[config.mk]
export PLATFORM = sky130hd
export DESIGN_NAME = rtu_slave
export DESIGN_NICKNAME = d
export VERILOG_FILES = /design/src/hw/rtu_pkg.sv /design/src/hw/rtu_slave.sv
export VERILOG_INCLUDE_DIRS = /design/src /design/src/hw
export SDC_FILE = /design/constraint.sdc
export NUM_CORES = 1
export LEC_CHECK = 0
export BUFFER_PORTS_ARGS = -buffer_cell sky130_fd_sc_hd__buf_4
export CORE_MARGIN = 2
export CORE_UTILIZATION = 30
export DETAILED_ROUTE_END_ITERATION = 12
export HOLD_SLACK_MARGIN = 0.06
export PLACE_DENSITY = 0.58
export REMOVE_ABC_BUFFERS = 1
export SYNTH_ARGS = -nofsm -noshare
export SYNTH_HDL_FRONTEND = slang
export SYNTH_SLANG_ARGS = --single-unit
export TNS_END_PERCENT = 30
[constraint.sdc]
create_clock -name aclk -period 3.4 [get_ports aclk]
set_input_delay 0.34 -clock aclk [delete_from_list [all_inputs] [get_ports aclk]]
set_output_delay 0.34 -clock aclk [all_outputs]
set_load 0.1 [all_outputs]
[src/hw/rtu_params.svh]
`ifndef RTU_PARAMS_SVH
`define RTU_PARAMS_SVH
`define CLK_HZ        10000000
`define RATE_0        9600
`define RATE_1        19200
`define RATE_2        38400
`define RATE_3        57600
`define GAP_BITS      39
`define OFF_STATUS    8'h00
`define OFF_RXDATA    8'h04
`define OFF_TXDATA    8'h08
`define OFF_CONFIG    8'h0C
`define ST_RXVALID    0
`define ST_FRAMEEND   1
`define ST_CRCOK      2
`define ST_OVERRUN    3
`define ST_TXBUSY     4
`define ST_OFFLINE    5
`define ST_REPLYOK    6
`define ST_INFRAME    7
`define CRC_INIT      16'hFFFF
`define CRC_POLY      16'hA001
`define RESP_OKAY     2'h0
`define RESP_SLVERR   2'h2
`endif

[src/hw/rtu_pkg.sv]
package rtu_pkg;
	typedef enum logic [4:0] {
		RX_IDLE  = 5'h01,
		RX_START = 5'h02,
		RX_DATA  = 5'h04,
		RX_PAR   = 5'h08,
		RX_STOP  = 5'h10
	} rx_st_t;
	typedef enum logic [4:0] {
		TX_IDLE  = 5'h01,
		TX_START = 5'h02,
		TX_DATA  = 5'h04,
		TX_PAR   = 5'h08,
		TX_STOP  = 5'h10
	} tx_st_t;
	typedef struct packed {
		logic [7:0] addr;
		logic [1:0] baud;
		logic       par_en;
	} cfg_t;
	typedef struct packed {
		logic        s1, s2, s3, rx_lvl;
		cfg_t        swa, swb, swc, cfg;
		rx_st_t      rx_st;
		logic [15:0] rx_cnt;
		logic [2:0]  rx_bit;
		logic [7:0]  rx_sh;
		logic        rx_par, char_err;
		logic [15:0] idle_cnt;
		logic        in_frame, match, bad;
		logic [15:0] crc;
		logic [7:0]  rx_data;
		logic        rx_valid, frame_end, crc_ok, overrun, reply_ok;
		tx_st_t      tx_st;
		logic [15:0] tx_cnt;
		logic [2:0]  tx_bit;
		logic [7:0]  tx_sh;
		logic        tx_par, txd, de;
		logic        aw_held, w_held, wstrb0;
		logic [7:0]  awaddr, wdata, araddr;
		logic        awready, wready, bvalid, arready, rvalid;
		logic [1:0]  bresp, rresp;
		logic [31:0] rdata;
	} st_t;
endpackage

[src/hw/rtu_slave.sv]
// Register access over AXI4-Lite and the register addresses are this design's own decisions.
`timescale 1ns/1ps
`include "rtu_params.svh"
module rtu_slave (
	input  wire logic        aclk,          // System clock, 10 MHz
	input  wire logic        aresetn,       // Synchronous reset, active low
	input  wire logic [31:0] s_axi_awaddr,  // Write address
	input  wire logic        s_axi_awvalid, // Write address valid
	output logic             s_axi_awready, // Write address ready
	input  wire logic [31:0] s_axi_wdata,   // Write data
	input  wire logic [3:0]  s_axi_wstrb,   // Write byte enables
	input  wire logic        s_axi_wvalid,  // Write data valid
	output logic             s_axi_wready,  // Write data ready
	output logic [1:0]       s_axi_bresp,   // Write response
	output logic             s_axi_bvalid,  // Write response valid
	input  wire logic        s_axi_bready,  // Write response ready
	input  wire logic [31:0] s_axi_araddr,  // Read address
	input  wire logic        s_axi_arvalid, // Read address valid
	output logic             s_axi_arready, // Read address ready
	output logic [31:0]      s_axi_rdata,   // Read data
	output logic [1:0]       s_axi_rresp,   // Read response
	output logic             s_axi_rvalid,  // Read data valid
	input  wire logic        s_axi_rready,  // Read data ready
	input  wire logic        rx_pin,        // Serial line receive
	output logic             tx_pin,        // Serial line transmit
	output logic             tx_drive_en,   // Line driver enable, high while sending
	input  wire logic [7:0]  addr_sw,       // Address switches, bit n weighs 2**n
	input  wire logic [1:0]  baud_sw,       // Bit rate switches
	input  wire logic        parity_sw      // High selects even parity
);
	rtu_pkg::st_t s, n;
	logic [15:0] bit_cyc, half_cyc, gap_cyc;
	logic        rx_tick, tx_tick, byte_done, err, fin, hit;
	logic [7:0]  rdoff;

	function automatic logic [15:0] crc_step(input logic [15:0] c, input logic [7:0] d);
		logic [15:0] r;
		r = c ^ {8'h00, d};
		for (int i = 0; i < 8; i++) begin
			r = r[0] ? ((r >> 1) ^ `CRC_POLY) : (r >> 1);
		end
		return r;
	endfunction

	always_comb begin
		case (s.cfg.baud)
			2'h0:    bit_cyc = 16'(`CLK_HZ / `RATE_0);
			2'h1:    bit_cyc = 16'(`CLK_HZ / `RATE_1);
			2'h2:    bit_cyc = 16'(`CLK_HZ / `RATE_2);
			default: bit_cyc = 16'(`CLK_HZ / `RATE_3);
		endcase
		half_cyc = bit_cyc >> 1;
		gap_cyc = 16'(32'(bit_cyc) * `GAP_BITS);
	end

	always_comb begin
		n = s;
		err = 1'b0;
		byte_done = 1'b0;
		fin = 1'b0;
		hit = 1'b0;
		rdoff = 8'h00;
		// Three-stage synchronisers; a level is taken once stages two and three agree.
		n.s1 = rx_pin;
		n.s2 = s.s1;
		n.s3 = s.s2;
		if (s.s2 == s.s3) begin
			n.rx_lvl = s.s3;
		end
		n.swa = '{addr: addr_sw, baud: baud_sw, par_en: parity_sw};
		n.swb = s.swa;
		n.swc = s.swb;
		if (s.swb == s.swc) begin
			n.cfg = s.swc;
		end

		rx_tick = (s.rx_cnt == bit_cyc - 16'h0001);
		n.rx_cnt = rx_tick ? 16'h0000 : s.rx_cnt + 16'h0001;
		case (s.rx_st)
			rtu_pkg::RX_IDLE: begin
				n.rx_cnt = 16'h0000;
				if (!s.rx_lvl) begin
					n.rx_st = rtu_pkg::RX_START;
					n.char_err = 1'b0;
					n.rx_par = 1'b0;
				end
			end
			rtu_pkg::RX_START: begin
				if (s.rx_cnt == half_cyc) begin
					n.rx_cnt = 16'h0000;
					n.rx_bit = 3'h0;
					n.rx_st = s.rx_lvl ? rtu_pkg::RX_IDLE : rtu_pkg::RX_DATA;
				end
			end
			rtu_pkg::RX_DATA: begin
				if (rx_tick) begin
					n.rx_sh = {s.rx_lvl, s.rx_sh[7:1]};
					n.rx_par = s.rx_par ^ s.rx_lvl;
					n.rx_bit = s.rx_bit + 3'h1;
					if (s.rx_bit == 3'h7) begin
						n.rx_st = s.cfg.par_en ? rtu_pkg::RX_PAR : rtu_pkg::RX_STOP;
					end
				end
			end
			rtu_pkg::RX_PAR: begin
				if (rx_tick) begin
					n.char_err = s.char_err | (s.rx_par ^ s.rx_lvl);
					n.rx_st = rtu_pkg::RX_STOP;
				end
			end
			rtu_pkg::RX_STOP: begin
				// Only the first stop bit is checked, so a second one simply reads as idle line.
				if (rx_tick) begin
					err = s.char_err | ~s.rx_lvl;
					byte_done = 1'b1;
					n.rx_st = rtu_pkg::RX_IDLE;
				end
			end
			default: n.rx_st = rtu_pkg::RX_IDLE;
		endcase

		// Saturating at the gap keeps the count from wrapping when the rate switches move.
		n.idle_cnt = (s.rx_st == rtu_pkg::RX_IDLE && s.idle_cnt < gap_cyc) ? s.idle_cnt + 16'h0001 :
			(s.rx_st == rtu_pkg::RX_IDLE ? s.idle_cnt : 16'h0000);
		if (byte_done) begin
			if (!s.in_frame) begin
				hit = (s.cfg.addr != 8'h00) && (s.rx_sh == s.cfg.addr);
				n.in_frame = 1'b1;
				n.match = hit;
				n.bad = err;
				n.reply_ok = 1'b0;
				n.crc = crc_step(`CRC_INIT, s.rx_sh);
			end else begin
				hit = s.match;
				n.bad = s.bad | err;
				n.crc = crc_step(s.crc, s.rx_sh);
			end
		end
		if (s.in_frame && s.idle_cnt >= gap_cyc) begin
			fin = 1'b1;
			n.in_frame = 1'b0;
			if (s.match) begin
				n.frame_end = 1'b1;
				n.crc_ok = (s.crc == 16'h0000) && !s.bad;
				n.reply_ok = (s.crc == 16'h0000) && !s.bad && (s.cfg.addr != 8'h00);
			end
		end

		// AXI4-Lite write: address and data taken in either order, response once both are held.
		if (s.awready && s_axi_awvalid) begin
			n.aw_held = 1'b1;
			n.awaddr = s_axi_awaddr[7:0];
		end
		if (s.wready && s_axi_wvalid) begin
			n.w_held = 1'b1;
			n.wdata = s_axi_wdata[7:0];
			n.wstrb0 = s_axi_wstrb[0];
		end
		if (s.bvalid && s_axi_bready) begin
			n.bvalid = 1'b0;
		end
		if (s.aw_held && s.w_held && !s.bvalid) begin
			n.aw_held = 1'b0;
			n.w_held = 1'b0;
			n.bvalid = 1'b1;
			n.bresp = `RESP_OKAY;
			if (s.awaddr == `OFF_STATUS) begin
				// A frame closing in the same cycle keeps its flag set.
				if (s.wstrb0 && s.wdata[`ST_FRAMEEND] && !(fin && s.match)) begin
					n.frame_end = 1'b0;
				end
				if (s.wstrb0 && s.wdata[`ST_OVERRUN]) begin
					n.overrun = 1'b0;
				end
			end else if (s.awaddr == `OFF_TXDATA) begin
				// A byte is sent only after a frame for us and never while off-line or busy.
				if (s.wstrb0 && s.tx_st == rtu_pkg::TX_IDLE && s.reply_ok && !s.in_frame &&
					s.cfg.addr != 8'h00) begin
					n.tx_st = rtu_pkg::TX_START;
					n.tx_sh = s.wdata;
					n.tx_par = ^s.wdata;
					n.tx_cnt = 16'h0000;
					n.txd = 1'b0;
					n.de = 1'b1;
				end
			end else if (s.awaddr != `OFF_RXDATA && s.awaddr != `OFF_CONFIG) begin
				n.bresp = `RESP_SLVERR;
			end
		end

		if (s.rvalid && s_axi_rready) begin
			n.rvalid = 1'b0;
		end
		if (s.arready && s_axi_arvalid) begin
			rdoff = s_axi_araddr[7:0];
			n.rvalid = 1'b1;
			n.rresp = `RESP_OKAY;
			n.rdata = 32'h0000_0000;
			if (rdoff == `OFF_STATUS) begin
				n.rdata[7:0] = {s.in_frame, s.reply_ok, s.cfg.addr == 8'h00, s.tx_st != rtu_pkg::TX_IDLE,
					s.overrun, s.crc_ok, s.frame_end, s.rx_valid};
			end else if (rdoff == `OFF_RXDATA) begin
				n.rdata[7:0] = s.rx_data;
				n.rx_valid = 1'b0;
			end else if (rdoff == `OFF_CONFIG) begin
				n.rdata[10:0] = s.cfg;
			end else if (rdoff != `OFF_TXDATA) begin
				n.rresp = `RESP_SLVERR;
			end
		end
		// A new byte wins over a read that clears the flag in the same cycle.
		if (byte_done && hit) begin
			n.rx_data = s.rx_sh;
			n.rx_valid = 1'b1;
			if (s.rx_valid) begin
				n.overrun = 1'b1;
			end
		end

		tx_tick = (s.tx_cnt == bit_cyc - 16'h0001);
		if (s.tx_st != rtu_pkg::TX_IDLE) begin
			n.tx_cnt = tx_tick ? 16'h0000 : s.tx_cnt + 16'h0001;
		end
		case (s.tx_st)
			rtu_pkg::TX_IDLE: ;
			rtu_pkg::TX_START: begin
				if (tx_tick) begin
					n.tx_st = rtu_pkg::TX_DATA;
					n.tx_bit = 3'h0;
					n.txd = s.tx_sh[0];
				end
			end
			rtu_pkg::TX_DATA: begin
				if (tx_tick) begin
					n.tx_sh = s.tx_sh >> 1;
					n.tx_bit = s.tx_bit + 3'h1;
					n.txd = s.tx_sh[1];
					if (s.tx_bit == 3'h7) begin
						n.tx_st = s.cfg.par_en ? rtu_pkg::TX_PAR : rtu_pkg::TX_STOP;
						n.txd = s.cfg.par_en ? s.tx_par : 1'b1;
						n.tx_bit = 3'h0;
					end
				end
			end
			rtu_pkg::TX_PAR: begin
				if (tx_tick) begin
					n.tx_st = rtu_pkg::TX_STOP;
					n.txd = 1'b1;
					n.tx_bit = 3'h1;
				end
			end
			rtu_pkg::TX_STOP: begin
				// Two stop bits without parity keep every character eleven bits long.
				if (tx_tick) begin
					n.tx_bit = s.tx_bit + 3'h1;
					if (s.tx_bit == 3'h1) begin
						n.tx_st = rtu_pkg::TX_IDLE;
						n.de = 1'b0;
					end
				end
			end
			default: n.tx_st = rtu_pkg::TX_IDLE;
		endcase

		n.awready = !n.aw_held && !n.bvalid;
		n.wready = !n.w_held && !n.bvalid;
		n.arready = !n.rvalid;
	end

	always_ff @(posedge aclk) begin
		if (!aresetn) begin
			s <= '0;
			s.s1 <= 1'b1;
			s.s2 <= 1'b1;
			s.s3 <= 1'b1;
			s.rx_lvl <= 1'b1;
			s.txd <= 1'b1;
			s.rx_st <= rtu_pkg::RX_IDLE;
			s.tx_st <= rtu_pkg::TX_IDLE;
		end else begin
			s <= n;
		end
	end

	assign s_axi_awready = s.awready;
	assign s_axi_wready  = s.wready;
	assign s_axi_bvalid  = s.bvalid;
	assign s_axi_bresp   = s.bresp;
	assign s_axi_arready = s.arready;
	assign s_axi_rvalid  = s.rvalid;
	assign s_axi_rdata   = s.rdata;
	assign s_axi_rresp   = s.rresp;
	assign tx_pin        = s.txd;
	assign tx_drive_en   = s.de;
endmodule

==> impl_metrics.py <==
metrics = {
    "run_status": {
        "status": "finished clean",
    },
    "global_routing": {
        "antenna_found_initial": 0,
        "grt_pass1_wl_mm": 39.8,
        "grt_max_degree": 49,
        "gr-usage-all-layers_pct": 13.3,
        "grt_overflow": 0,
        "grt_pass1_vias": 7912,
    },
    "sta": {
        "fin_crit_sh_pct": 89.6,
        "tightest_slew_ns": 0.861,
        "finalSetupViolCount": 0,
        "fin_setup_tns_ns": 0,
        "hold_violations": 0,
        "rsz0062_at_grt": "no",
        "maxSlewHeadroom_pct": 41.8,
        "finClkSkew_ns": 0.0178,
        "fmax_mhz": 328,
        "layout_setup_ws_ns": 0.354,
        "period_minus_slack_ns": 3.05,
        "drv_slew": 0,
    },
    "yosys": {
        "ys_warn_count": 0,
        "async_flop_share_pct": 0,
        "syn_inst": 1164,
        "ys.flop_type": "dfxtp_1",
        "ys_ff_latch": 202,
        "synth_seq_area_share_pct": 40.3,
        "synth_cell_types": 61,
        "synth_edf_count": 0,
        "synth.avg_cell_area_sq_um": 8.63,
        "syn-cell-area_sq_um": 10000,
    },
    "power_and_ir_drop": {
        "power_density_nw_per_um2": 491,
        "ir_worst_vdd_mv": 0.333,
        "p_leak_nw": 4.98,
        "p_total_mw": 5.92,
    },
    "clocking": {
        "clkTransAtPathRegs_ns": 0.06,
        "cts_tree": "yes",
        "cts.sinks": 202,
        "htreeDepth": 1,
        "clockRootBuffer": "clkbuf_16",
        "clk_latency_ns": 0.53,
        "cts_inserted_buffers": 25,
        "clock_path_buffers": 3,
    },
    "routing": {
        "drt_iter0_drc": 466,
        "met1Wirelength_mm": 11.2,
        "drc": 0,
        "wl_met3_mm": 1.10,
        "drt_first_pass_iters": 5,
        "vias": 8357,
        "postRouteAntennaNets": 0,
        "viasPerCell": 4.91,
        "finalWirelength_mm": 23.6,
        "met2_length_mm": 10.8,
        "top_layer": "met4",
        "wl_per_cell_um": 13.8,
    },
    "setup_path": {
        "cp_max_fo": 26,
        "required_ns": 3.82,
        "worstSetupEndpointType": "register",
        "path_class": "reg2reg",
        "cp.arrival_ns": 3.46,
        "startpoint_type": "register",
    },
    "finish": {
        "nets": 1387,
        "drive_gt1_share_pct": 11.7,
        "area_growth_syn_to_layout_pct": 20.0,
        "num_antenna_cells": 0,
    },
    "die": {
        "initial_utilization_pct": 30.2,
        "rows": 67,
        "die-area_sq_um": 35000,
        "die_h_um": 187,
        "die_w_um": 187,
        "core_sq_um": 33300,
        "num_io_pins": 162,
    },
    "placed_design": {
        "gp_congestion": 0.790,
        "place_hpwl_mm": 16.2,
        "port_buffers": 63,
        "pre_cts_ws_ns": 0.383,
    },
    "min_path": {
        "holdCritPathClass": "in2reg",
    },
    "run": {
        "max_cap_viol_count": 0,
    },
}
state kept, by name, indices dropped and copies added (netlist names):
signal,count
n,24
s,158
s_axi_arready,1
s_axi_awready,1
s_axi_bresp,1
s_axi_bvalid,1
s_axi_rdata,11
s_axi_rresp,1
s_axi_rvalid,1
s_axi_wready,1
tx_drive_en,1
tx_pin,1
repair_timing:
item,in CTS,in global routing
endpoints found under the hold margin,26,0
buffers inserted,0,0
hold buffers,26,0
resized for setup,0,0
placed cells by master, fill, tap and decap left out, types with 24 or more instances in the layout:
cell / n
a21oi_1: 79
and2_1: 47
buf_4: 91
clkbuf_16: 25
conb_1: 24
dfxtp_1: 202
dlygate4sd3_1: 26
ha_1: 31
inv_1: 27
mux2i_1: 38
nand2_1: 120
nand3_1: 37
nor2_1: 110
o21ai_0: 33
xnor2_1: 39
xor2_1: 46
worst paths after layout:
check	from	slack [ns]	end	cells after the start
min reg2reg	n[231]$_SDFF_PN1_	0.41	n[230]$_SDFF_PN1_	1
max	s[186]$_SDFFE_PN0N_	0.35	s[141]$_SDFFE_PN0P_	11
min	s_axi_awaddr[7]	0.08	s[64]$_SDFFE_PN0P_	3
max reg2reg	s[186]$_SDFFE_PN0N_	0.35	s[141]$_SDFFE_PN0P_	11
Yosys cell counts (5+ instances only):
| master | count | area [sq um] |
|---|---|---|
| a21o_1 | 10 | 75.1 |
| or3_1 | 9 | 56.3 |
| dfxtp_1 | 202 | 4040 |
| inv_1 | 28 | 105 |
| o31ai_1 | 10 | 75.1 |
| nand3_1 | 37 | 185 |
| a22oi_1 | 10 | 75.1 |
| a211oi_1 | 14 | 105 |
| nand2_1 | 120 | 450 |
| nor3_1 | 17 | 85.1 |
| and3_1 | 21 | 131 |
| ha_1 | 31 | 388 |
| nor2_1 | 110 | 413 |
| clkbuf_1 | 52 | 195 |
| xor2_1 | 46 | 403 |
| nand2b_1 | 9 | 56.3 |
| o21ai_0 | 33 | 165 |
| xnor2_1 | 39 | 342 |
| buf_4 | 37 | 278 |
| mux2i_1 | 38 | 380 |
| a311oi_1 | 10 | 87.6 |
| a21oi_1 | 79 | 395 |
| and2_1 | 47 | 294 |
| o211ai_1 | 13 | 97.6 |
| xnor3_1 | 5 | 113 |
| a31oi_1 | 5 | 31.3 |
| nand4_1 | 15 | 93.8 |
| nor4_1 | 16 | 100 |
| or4_1 | 16 | 120 |
| nand3b_1 | 10 | 75.1 |
cells by family (layout without fill, tap and decap cells):
group	after synthesis	in the layout	share of synthesized area, %
muxes	41	41	4.12
AOI/OAI and AO/OA	226	226	14.8
DFF	202	202	40.3
buffers and inverters	124	192	6.07
and+or+nand+nor	448	448	22.2
other	1	24	0.0373
xor gates and xnor gates	90	90	8.53
adders and majority gates	32	32	3.96
layout make-up:
type	count	area [sq um]
Clock buffer	37	751
Clock inverter	8	130
Fill cell	3376	21200
Inverter	28	105
Multi-Input combinational cell	861	5480
Sequential cell	202	4040
Tap cell	448	561
Timing Repair Buffer	119	983
metrics by stage:
stage                     hold WS (ns)  cells  area, sq um  utilization [%]
after floorplan                  0.386   1091         9630                -
after global placement           0.401   1632        10900             32.8
after detailed placement         0.403   1632        10900             32.8
after CTS                       0.0654   1703        12100             36.2
after global routing            0.0703   1703        12100             36.2
final                           0.0845   1703        12100             36.2
layer usage:
metal	vias up	track usage, %
met5	-	0
met4	0	2.81
met3	34	2.23
met2	185	22.4
met1	3930	17.8
li1	4208	-
critical path, stage by stage (launching register included):
cell and delay (ns):
dfxtp_1 0.34, inv_1 0.11, ha_1 0.45, inv_1 0.15
ha_1 0.15, inv_1 0.04, maj3_1 0.35, a221oi_1 0.34
nor2b_1 0.13, buf_12 0.17, nor4_1 0.31, mux2_2 0.37
power by group:
group	leakage, nW	internal (mW)	switching (mW)
clock	0.438	1.75	1.03
combinational	2.91	0.214	0.419
sequential	1.64	2.43	0.0688
(Power assumes the default switching activity.)
